[src/hw/gpio_line_pkg.sv]
package gpio_line_pkg;

  // Register byte offsets
  localparam logic [7:0] OFF_OUTPUT_ENABLE_CMD = 8'h10;
  localparam logic [7:0] OFF_OUTPUT_DISABLE_CMD = 8'h14;
  localparam logic [7:0] OFF_OUTPUT_ENABLE_STATUS = 8'h18;
  localparam logic [7:0] OFF_FILTER_ENABLE_CMD = 8'h20;
  localparam logic [7:0] OFF_FILTER_DISABLE_CMD = 8'h24;
  localparam logic [7:0] OFF_FILTER_STATUS = 8'h28;
  localparam logic [7:0] OFF_SET_OUTPUT_DATA_CMD = 8'h30;
  localparam logic [7:0] OFF_CLEAR_OUTPUT_DATA_CMD = 8'h34;
  localparam logic [7:0] OFF_OUTPUT_DATA_STATUS = 8'h38;
  localparam logic [7:0] OFF_PIN_LEVEL_STATUS = 8'h3c;
  localparam logic [7:0] OFF_CHANGE_IRQ_ENABLE_CMD = 8'h40;
  localparam logic [7:0] OFF_CHANGE_IRQ_DISABLE_CMD = 8'h44;
  localparam logic [7:0] OFF_CHANGE_IRQ_MASK = 8'h48;
  localparam logic [7:0] OFF_CHANGE_IRQ_STATUS = 8'h4c;
  localparam logic [7:0] OFF_OPEN_DRAIN_ENABLE_CMD = 8'h50;
  localparam logic [7:0] OFF_OPEN_DRAIN_DISABLE_CMD = 8'h54;
  localparam logic [7:0] OFF_OPEN_DRAIN_STATUS = 8'h58;
  localparam logic [7:0] OFF_OUTPUT_WRITE_ENABLE_CMD = 8'ha0;
  localparam logic [7:0] OFF_OUTPUT_WRITE_DISABLE_CMD = 8'ha4;
  localparam logic [7:0] OFF_OUTPUT_WRITE_PERMISSION = 8'ha8;

  // Reset values
  localparam logic [31:0] RST_OUTPUT_ENABLE = 32'h0000_0000;
  localparam logic [31:0] RST_FILTER = 32'h0000_0000;
  localparam logic [31:0] RST_OUTPUT_DATA = 32'h0000_0000;
  localparam logic [31:0] RST_PIN_LEVEL = 32'h0000_0000;
  localparam logic [31:0] RST_CHANGE_IRQ_MASK = 32'h0000_0000;
  localparam logic [31:0] RST_CHANGE_IRQ_STATUS = 32'h0000_0000;
  localparam logic [31:0] RST_OPEN_DRAIN = 32'h0000_0000;
  localparam logic [31:0] RST_OUTPUT_WRITE = 32'h0000_0000;
  localparam logic [31:0] READ_UNMAPPED = 32'h0000_0000;

  // Timing: glitch filter stable-sample count
  localparam int FILTER_CYCLES_DEFAULT = 2;

  // Register bus request
  typedef struct packed {
    logic wr;
    logic rd;
    logic [7:0] addr;
    logic [31:0] wdata;
  } reg_req_t;

endpackage

[src/hw/line_input_stage.sv]
`timescale 1ns/1ps
module line_input_stage
  import gpio_line_pkg::*;
#(
  parameter int LINES = 32,
  parameter int FILTER_CYCLES = FILTER_CYCLES_DEFAULT
) (
  input wire logic clock,
  input wire logic arst_n,
  input wire logic [LINES-1:0] pad_in,
  output logic [LINES-1:0] level_sync,
  output logic [LINES-1:0] level_filtered
);

  localparam int CW = $clog2(FILTER_CYCLES + 1);
  localparam logic [CW-1:0] CNT_LAST = CW'(FILTER_CYCLES - 1);

  logic [LINES-1:0] sync_first;

  // Two-flop synchroniser on every pad
  always_ff @(posedge clock or negedge arst_n) begin
    if (!arst_n) begin
      sync_first <= '0;
      level_sync <= '0;
    end else begin
      sync_first <= pad_in;
      level_sync <= sync_first;
    end
  end

  // Glitch filter: a new level is taken once it has stood long enough
  for (genvar i = 0; i < LINES; i++) begin : g_filter
    logic [CW-1:0] stable_cnt;
    always_ff @(posedge clock or negedge arst_n) begin
      if (!arst_n) begin
        stable_cnt <= '0;
        level_filtered[i] <= 1'b0;
      end else if (level_sync[i] == level_filtered[i]) begin
        stable_cnt <= '0;
      end else if (stable_cnt == CNT_LAST) begin
        stable_cnt <= '0;
        level_filtered[i] <= level_sync[i];
      end else begin
        stable_cnt <= stable_cnt + 1'b1;
      end
    end
  end

endmodule

[src/hw/gpio_line_control_status.sv]
// Design decisions made here: the placing of the registers and the plain strobed port.
`timescale 1ns/1ps
module gpio_line_control_status
  import gpio_line_pkg::*;
#(
  parameter int LINES = 32,
  parameter int FILTER_CYCLES = FILTER_CYCLES_DEFAULT
) (
  input wire logic clock,
  input wire logic arst_n,
  input wire reg_req_t reg_req,
  output logic [31:0] rdata,
  input wire logic ctrl_clock_on,
  input wire logic [LINES-1:0] pad_in,
  output logic [LINES-1:0] pad_out,
  output logic [LINES-1:0] pad_oe,
  output logic irq
);

  ////////////////////////////////////////////////////////////////////////
  // Parameter checks

  if (LINES < 1 || LINES > 32) begin : g_bad_lines
    $error("LINES must lie between 1 and 32");
  end
  if (FILTER_CYCLES < 1) begin : g_bad_filter
    $error("FILTER_CYCLES must be at least 1");
  end

  ////////////////////////////////////////////////////////////////////////
  // State

  logic [LINES-1:0] output_enable;
  logic [LINES-1:0] filter_on;
  logic [LINES-1:0] output_data;
  logic [LINES-1:0] output_write;
  logic [LINES-1:0] pin_level;
  logic [LINES-1:0] irq_mask;
  logic [LINES-1:0] irq_status;
  logic [LINES-1:0] open_drain;
  logic [LINES-1:0] last_level;
  logic [LINES-1:0] level_sync;
  logic [LINES-1:0] level_filtered;
  logic [LINES-1:0] level_used;
  logic [LINES-1:0] change;
  logic [LINES-1:0] wd;
  logic [LINES-1:0] next_irq_status;
  logic [31:0] next_rdata;
  logic status_read;
  logic hit_drive_on;
  logic hit_drive_off;
  logic hit_filter_on;
  logic hit_filter_off;
  logic hit_data_set;
  logic hit_data_clear;
  logic hit_data_direct;
  logic hit_perm_on;
  logic hit_perm_off;
  logic hit_mask_on;
  logic hit_mask_off;
  logic hit_drain_on;
  logic hit_drain_off;
  logic [2:0] warm;

  // Zero-extend a line vector to a bus word
  function automatic logic [31:0] widen(input logic [LINES-1:0] v);
    logic [31:0] r;
    r = '0;
    r[LINES-1:0] = v;
    return r;
  endfunction

  assign wd = reg_req.wdata[LINES-1:0];

  ////////////////////////////////////////////////////////////////////////
  // Write decode

  // One command strobe per offset, all low without a write
  always_comb begin
    hit_drive_on = 1'b0;
    hit_drive_off = 1'b0;
    hit_filter_on = 1'b0;
    hit_filter_off = 1'b0;
    hit_data_set = 1'b0;
    hit_data_clear = 1'b0;
    hit_data_direct = 1'b0;
    hit_perm_on = 1'b0;
    hit_perm_off = 1'b0;
    hit_mask_on = 1'b0;
    hit_mask_off = 1'b0;
    hit_drain_on = 1'b0;
    hit_drain_off = 1'b0;
    if (reg_req.wr) begin
      if (reg_req.addr == OFF_OUTPUT_ENABLE_CMD) begin
        hit_drive_on = 1'b1;
      end else if (reg_req.addr == OFF_OUTPUT_DISABLE_CMD) begin
        hit_drive_off = 1'b1;
      end else if (reg_req.addr == OFF_FILTER_ENABLE_CMD) begin
        hit_filter_on = 1'b1;
      end else if (reg_req.addr == OFF_FILTER_DISABLE_CMD) begin
        hit_filter_off = 1'b1;
      end else if (reg_req.addr == OFF_SET_OUTPUT_DATA_CMD) begin
        hit_data_set = 1'b1;
      end else if (reg_req.addr == OFF_CLEAR_OUTPUT_DATA_CMD) begin
        hit_data_clear = 1'b1;
      end else if (reg_req.addr == OFF_OUTPUT_DATA_STATUS) begin
        hit_data_direct = 1'b1;
      end else if (reg_req.addr == OFF_OUTPUT_WRITE_ENABLE_CMD) begin
        hit_perm_on = 1'b1;
      end else if (reg_req.addr == OFF_OUTPUT_WRITE_DISABLE_CMD) begin
        hit_perm_off = 1'b1;
      end else if (reg_req.addr == OFF_CHANGE_IRQ_ENABLE_CMD) begin
        hit_mask_on = 1'b1;
      end else if (reg_req.addr == OFF_CHANGE_IRQ_DISABLE_CMD) begin
        hit_mask_off = 1'b1;
      end else if (reg_req.addr == OFF_OPEN_DRAIN_ENABLE_CMD) begin
        hit_drain_on = 1'b1;
      end else if (reg_req.addr == OFF_OPEN_DRAIN_DISABLE_CMD) begin
        hit_drain_off = 1'b1;
      end
    end
  end

  ////////////////////////////////////////////////////////////////////////
  // Input path

  line_input_stage #(
    .LINES(LINES),
    .FILTER_CYCLES(FILTER_CYCLES)
  ) u_input (
    .clock(clock),
    .arst_n(arst_n),
    .pad_in(pad_in),
    .level_sync(level_sync),
    .level_filtered(level_filtered)
  );

  // Filtered level on lines with the filter on, raw otherwise
  assign level_used = (level_filtered & filter_on) | (level_sync & ~filter_on);

  // Valid flags trailing the synchroniser, so reset gives no false edge
  always_ff @(posedge clock or negedge arst_n) begin
    if (!arst_n) begin
      warm <= '0;
    end else begin
      warm <= {warm[1:0], 1'b1};
    end
  end

  // Changes count only once both compared levels are real
  assign change = (level_used ^ last_level) & {LINES{warm[2]}};

  ////////////////////////////////////////////////////////////////////////
  // Output driver enable

  always_ff @(posedge clock or negedge arst_n) begin
    if (!arst_n) begin
      output_enable <= RST_OUTPUT_ENABLE[LINES-1:0];
    end else if (hit_drive_on) begin
      output_enable <= output_enable | wd;
    end else if (hit_drive_off) begin
      output_enable <= output_enable & ~wd;
    end
  end

  ////////////////////////////////////////////////////////////////////////
  // Glitch filter selection

  always_ff @(posedge clock or negedge arst_n) begin
    if (!arst_n) begin
      filter_on <= RST_FILTER[LINES-1:0];
    end else if (hit_filter_on) begin
      filter_on <= filter_on | wd;
    end else if (hit_filter_off) begin
      filter_on <= filter_on & ~wd;
    end
  end

  ////////////////////////////////////////////////////////////////////////
  // Output data: set, clear and permitted direct write

  always_ff @(posedge clock or negedge arst_n) begin
    if (!arst_n) begin
      output_data <= RST_OUTPUT_DATA[LINES-1:0];
    end else if (hit_data_set) begin
      output_data <= output_data | wd;
    end else if (hit_data_clear) begin
      output_data <= output_data & ~wd;
    end else if (hit_data_direct) begin
      output_data <= (output_data & ~output_write)
                   | (wd & output_write);
    end
  end

  // Direct-write permission per line
  always_ff @(posedge clock or negedge arst_n) begin
    if (!arst_n) begin
      output_write <= RST_OUTPUT_WRITE[LINES-1:0];
    end else if (hit_perm_on) begin
      output_write <= output_write | wd;
    end else if (hit_perm_off) begin
      output_write <= output_write & ~wd;
    end
  end

  ////////////////////////////////////////////////////////////////////////
  // Open-drain selection

  always_ff @(posedge clock or negedge arst_n) begin
    if (!arst_n) begin
      open_drain <= RST_OPEN_DRAIN[LINES-1:0];
    end else if (hit_drain_on) begin
      open_drain <= open_drain | wd;
    end else if (hit_drain_off) begin
      open_drain <= open_drain & ~wd;
    end
  end

  ////////////////////////////////////////////////////////////////////////
  // Pad drive, registered

  always_ff @(posedge clock or negedge arst_n) begin
    if (!arst_n) begin
      pad_out <= '0;
      pad_oe <= '0;
    end else begin
      pad_out <= output_data & ~open_drain;
      pad_oe <= output_enable & ~(open_drain & output_data);
    end
  end

  ////////////////////////////////////////////////////////////////////////
  // Pin level capture, frozen while the controller clock is off

  always_ff @(posedge clock or negedge arst_n) begin
    if (!arst_n) begin
      pin_level <= RST_PIN_LEVEL[LINES-1:0];
    end else if (ctrl_clock_on) begin
      pin_level <= level_sync;
    end
  end

  ////////////////////////////////////////////////////////////////////////
  // Change interrupt mask

  always_ff @(posedge clock or negedge arst_n) begin
    if (!arst_n) begin
      irq_mask <= RST_CHANGE_IRQ_MASK[LINES-1:0];
    end else if (hit_mask_on) begin
      irq_mask <= irq_mask | wd;
    end else if (hit_mask_off) begin
      irq_mask <= irq_mask & ~wd;
    end
  end

  ////////////////////////////////////////////////////////////////////////
  // Change detection and sticky status

  assign status_read = reg_req.rd && (reg_req.addr == OFF_CHANGE_IRQ_STATUS);

  // A change in the clearing cycle survives the clear
  always_comb begin
    next_irq_status = irq_status;
    if (status_read) begin
      next_irq_status = '0;
    end
    next_irq_status = next_irq_status | change;
  end

  // Previous level follows the live level, reset to the reset level
  always_ff @(posedge clock or negedge arst_n) begin
    if (!arst_n) begin
      last_level <= '0;
    end else begin
      last_level <= level_used;
    end
  end

  always_ff @(posedge clock or negedge arst_n) begin
    if (!arst_n) begin
      irq_status <= RST_CHANGE_IRQ_STATUS[LINES-1:0];
    end else begin
      irq_status <= next_irq_status;
    end
  end

  // Interrupt line from pending and enabled lines
  always_ff @(posedge clock or negedge arst_n) begin
    if (!arst_n) begin
      irq <= 1'b0;
    end else begin
      irq <= |(irq_status & irq_mask);
    end
  end

  ////////////////////////////////////////////////////////////////////////
  // Read decode

  always_comb begin
    if (reg_req.addr == OFF_OUTPUT_ENABLE_STATUS) begin
      next_rdata = widen(output_enable);
    end else if (reg_req.addr == OFF_FILTER_STATUS) begin
      next_rdata = widen(filter_on);
    end else if (reg_req.addr == OFF_OUTPUT_DATA_STATUS) begin
      next_rdata = widen(output_data);
    end else if (reg_req.addr == OFF_PIN_LEVEL_STATUS) begin
      next_rdata = widen(pin_level);
    end else if (reg_req.addr == OFF_CHANGE_IRQ_MASK) begin
      next_rdata = widen(irq_mask);
    end else if (reg_req.addr == OFF_CHANGE_IRQ_STATUS) begin
      next_rdata = widen(irq_status);
    end else if (reg_req.addr == OFF_OPEN_DRAIN_STATUS) begin
      next_rdata = widen(open_drain);
    end else if (reg_req.addr == OFF_OUTPUT_WRITE_PERMISSION) begin
      next_rdata = widen(output_write);
    end else begin
      next_rdata = READ_UNMAPPED;
    end
  end

  // Read data stand only in the cycle after the strobe
  always_ff @(posedge clock or negedge arst_n) begin
    if (!arst_n) begin
      rdata <= '0;
    end else if (reg_req.rd) begin
      rdata <= next_rdata;
    end else begin
      rdata <= '0;
    end
  end

endmodule

[config.mk]
export PLATFORM = sky130hd
export DESIGN_NAME = gpio_line_control_status
export DESIGN_NICKNAME = d
export VERILOG_FILES = /design/src/hw/gpio_line_pkg.sv /design/src/hw/line_input_stage.sv /design/src/hw/gpio_line_control_status.sv
export SDC_FILE = /design/constraint.sdc
export NUM_CORES = 1
export LEC_CHECK = 0
export BUFFER_PORTS_ARGS = -buffer_cell sky130_fd_sc_hd__buf_2
export CORE_MARGIN = 1
export CORE_UTILIZATION = 25
export DETAILED_ROUTE_END_ITERATION = 6
export RECOVER_POWER = 100
export SLEW_MARGIN = 30
export SYNTH_ARGS = -nofsm -noshare
export SYNTH_HDL_FRONTEND = slang
export SYNTH_SLANG_ARGS = --single-unit
[constraint.sdc]
create_clock -name clock -period 3.5 [get_ports clock]
set_input_delay 0.175 -clock clock [delete_from_list [all_inputs] [get_ports clock]]
set_output_delay 0.175 -clock clock [all_outputs]
set_load 0.01 [all_outputs]
# --- Yosys cells after proc, flatten, opt, wreduce, memory -nomap -nowiden ---
# Index checks and enable logic that the tools add are counted.
classes:
  eq_ne: 84
  n_mux: 191
  addsub: 32
  n_bitwise: 62
  n_reduce_logical: 40
ops:
  columns: ["op", "n"]
  rows:
  - ["32-bit two-way mux", 23]
  - ["32-bit AND", 15]
  - ["32-bit OR", 9]
  - ["32-bit inverter", 5]
  - ["2-bit two-way mux", 64]
  - ["1-bit two-way mux", 104]
  - ["2-bit by 1-bit adder with 2-bit output, second input constant", 32]
  - ["2-bit by 1-bit == test with 1-bit output, second input constant", 32]
  - ["2-bit AND reduction", 32]
  - ["8-bit by 6-bit == test with 1-bit output, second input constant", 7]
  - ["8-bit by 7-bit == test with 1-bit output, second input constant", 7]
  - ["1-bit == test", 32]
  - ["1-bit inverter", 32]
  - ["32-bit OR reduction", 1]
  - ["32-bit XOR", 1]
  - ["8-bit by 5-bit == test with 1-bit output, second input constant", 3]
  - ["8-bit == test, second input constant", 3]
  - ["2-bit nonzero test", 5]
  - ["3-bit nonzero test", 1]
  - ["1-bit logical AND", 1]
word_totals:
  word_cells: 489
  reg_bits: 548
  in_bits: 77
  out_inout_bits: 97

# --- Depth between registers and ports, before layout ---
logic_depth:
  depth_word: 17
  depth_mapped: 8
  mapped_depth_nobuf: 4

# --- Hierarchy ---
# A second synthesis with hierarchy kept.
unflattened:
  hier_cells: 2060
  hier_area_um2: 23342.4
modules_own_cells:
  columns: ["module", "area_per_inst_um2", "n_inst", "cells_each"]
  rows:
  - ["gpio_line_control_status", 17777.0, 1, 1740]
  - ["line_input_stage", 5565.3, 1, 320]

# --- Least setup slack after synthesis ---
# Ideal clock, no wire load.
synth_timing:
  path_type: "in2reg"
  start: "input reg_req[35] (netlist bit)"
  end: "register with a tool-made name"
  setup_ps: 127
  path_slack_ps: 1720
  t_arrival_ps: 1653
  path_buffers: 2
  cell_stages: 6
  required_ps: 3373
  cell_sequence: "buf_2 or4b_4 nor3_4 buf_6 nand2_1 mux2_1"
synth_lines:
  columns: ["element", "line", "source"]
  rows:
  - ["start, declared", "gpio_line_control_status.sv:11", "input wire reg_req_t reg_req,"]

# --- Worst setup path in the final report ---
layout_timing:
  start: "input reg_req[32] (netlist bit)"
  end: "register irq_status[8]"
layout_via:
  elab_chain_len: 4
layout_rtl:
  columns: ["element", "line", "source"]
  rows:
  - ["8-bit by 7-bit == test with 1-bit output", "gpio_line_control_status.sv:259", "assign status_read = reg_req.rd && (reg_req.addr == OFF_CHANGE_IRQ_STATUS);"]
  - ["1-bit logical AND", "gpio_line_control_status.sv:259", null]
  - ["32-bit two-way mux", "gpio_line_control_status.sv:264", "if (status_read) begin"]
  - ["32-bit OR", "gpio_line_control_status.sv:267", "next_irq_status = next_irq_status | change;"]
  - ["net next_irq_status[8]", "gpio_line_control_status.sv:47", "logic [LINES-1:0] next_irq_status;"]
  - ["end signal, assigned", "gpio_line_control_status.sv:281", "irq_status <= RST_CHANGE_IRQ_STATUS[LINES-1:0];"]
  - ["end signal, assigned", "gpio_line_control_status.sv:283", "irq_status <= next_irq_status;"]
  - ["end, declared", "gpio_line_control_status.sv:39", "logic [LINES-1:0] irq_status;"]
# The timed path passes the listed nets, and every way through them passes these cells.
# A chain may end at the register's enable or synchronous reset.

==> metrics <==
post-route DRC violation count 0; Worst Path Arrival 3.40 ns; Yosys reg bits 548; r2r endpoint irq; Die ar. 94270 um^2; YS warnings 0; row cnt 111; post-detail-place hpwl 49210 um; Cells after Synth 1941; Routability Congestion 0.8619; # setup viols final 0; clock sink count 548; most frequent cell after synthesis dfrtp_1; Min-Delay Path Class primary input to flip-flop; Post-synth top flop dfrtp_1; pin count of the biggest net entering global routing 110; setup TNS 0 ns; max_slew headroom -42.15%; WL/cell 21.24 um; failing checks capacitance limit, slew limit; Post-Syn Area 23260 um^2; first-pass iteration count of the detailed router 5; MaxCap Viol Count 2; r2r setup slk 1.76 ns; Post-CTS Hold Buffers 66; R2R depth 3; Tmin final 2.888 ns; worst hold stages 4; Post-synth EDFFs 0; fraction of layout cells with a size suffix above 1 14.44%; Final Hold Fails 0; Commonest cells post-synth dfrtp_1, nand2_1, a22o_1; syn nets 2018; RSZ-0062 raised after global routing no; PortBufs 173; placed inst area 25530 um^2; CTS tree done; Detail Route Antenna Nets 0; outcome finished, violations left; asr flop ratio synth 100.0%; first-pass GRT wire length 108900 um; post-synthesis sequential area ratio 58.95%; Power Dens Cells 552.6 nW/um^2; Starting DRT DRC Count 1552; fin nets 2222; Core Box Area 91940 um^2; setup bufs post-CTS 0; Final Instance Area 27970 um^2; Die Y 307.0 um; starting density of the core 25.30%; leakage 11.93 nW; fin crit share 82.52%; clk root buf clkbuf_16; mean post-synth cell area 11.98 um^2; Max H-tree Level 2; clock tree buffer depth 3; CP required 4.02 ns; Clock Pin Slew Worst Setup and Hold Paths 0.06 ns; P&R area growth vs syn 20.23%; VDD IR max 350.4 uV; Yosys top cell area share 58.95%; vias after detailed routing 16600; vias in the first global route 16270; post-cts resize count 0; Least-Margin Pin Slew 2.132 ns; GRT Resource Usage Total 15.29%; largest cells by area after synthesis dfrtp_1, mux2_2, a22o_1; die width 307.0 um; CP max FO 20; f_max 0.3462 GHz; HP Start reg_req[33]; I/O pin total 174; critical path class primary input to flip-flop; leading area contributor after synthesis dfrtp_1; Worst Skew 0.02908 ns; Vias/cell 4.825; antenna violations before repair 11; startpoint types primary input; Post-Route WL 73100 um; post-synthesis cell type count 64; worst-skew pair later-pin latency 0.65 ns; Final Max Tran Viols 83; Setup crit end kind flip-flop; number of CTS-inserted buffers 60; total grt overflow 0
layer usage:
metal	wire length, um	up-vias	global-route usage, %	part of all wire [%]
met5	97	-	0	0.13
met4	2099	16	4.535	2.9
met3	5274	134	3.260	7.2
met2	33280	622	23.76	46
met1	32350	8450	21.27	44
li1	-	7380	-	-
per-stage QoR:
step | hold WS (ns) | util [%] | instances | total power, mW | setup WS (ns)
5_1_grt | 0.03718 | 30.42 | 3440 | 16.16 | 0.5548
6_report | 0.04017 | 30.42 | 3441 | 15.46 | 0.6117
3_3_place_gp | 0.1778 | 27.77 | 3260 | 9.056 | 0.8475
4_1_cts | 0.008065 | 30.68 | 3439 | 15.70 | 1.226
2_1_floorplan | -0.1206 | - | 1941 | 8.490 | 1.720
3_5_place_dp | 0.1707 | 27.77 | 3260 | 9.112 | 0.8817
worst max-delay path: stages:
cell,delay (ns)
dlygate4sd3_1,0.59
clkbuf_1,0.21
nor2_1,0.44
and3_1,0.22
clkbuf_1,0.94
nand3_1,0.22
buf_4,0.32
a22o_1,0.27
cell usage in the layout (no fill, tap or decap), drive strengths merged, types with 32 or more instances in the layout:
cell type	count
mux2	157
xor2	32
buf	104
a22oi	59
a211oi	33
nor2	45
and2	34
a22o	120
dfrtp	548
nand4	39
a21boi	36
nand2	208
a21oi	58
o21ai	32
nor2b	67
clkbuf	203
dlygate4sd3	66
xnor2	33
power breakdown:
part	internal (mW)	switching [mW]
Clock	3.68	2.74
Combinational	0.796	0.826
Sequential	6.94	0.464
Total	11.4	4.03
final cells by class:
class                      count  area, um^2
antenna                        2       5.005
clock buffer                  79        1673
clock inverter                34       339.1
fill                        9499       63970
inverter                      23       86.33
multi-input combinational   1218        8777
sequential                   548       13720
tap                         1243        1555
timing repair buffer         294        1817
worst max path at each step:
stage | from | end | slack (ns) | cells after the start
detailed placement | reg_req[41] | flip-flop | 0.88 | 7
CTS | reg_req[32] | flip-flop | 1.23 | 7
finish | reg_req[32] | irq_status[8] | 0.61 | 8
global placement | reg_req[34] | rdata[14] | 0.85 | 6
global route | reg_req[36] | flip-flop | 0.55 | 6
floorplan | reg_req[35] | flip-flop | 1.72 | 6
logic make-up (layout without fill, tap and decap cells):
kind of cell	after synthesis	in the layout	synth area share (%)
mux	183	183	8.719
flops	548	548	58.95
other cells	1	3	0.01612
simple gates	515	515	11.86
compound gates	454	454	14.65
buf+inv	175	430	3.356
xor+xnor	65	65	2.447
No activity file was read; power rests on OpenSTA's default activity.
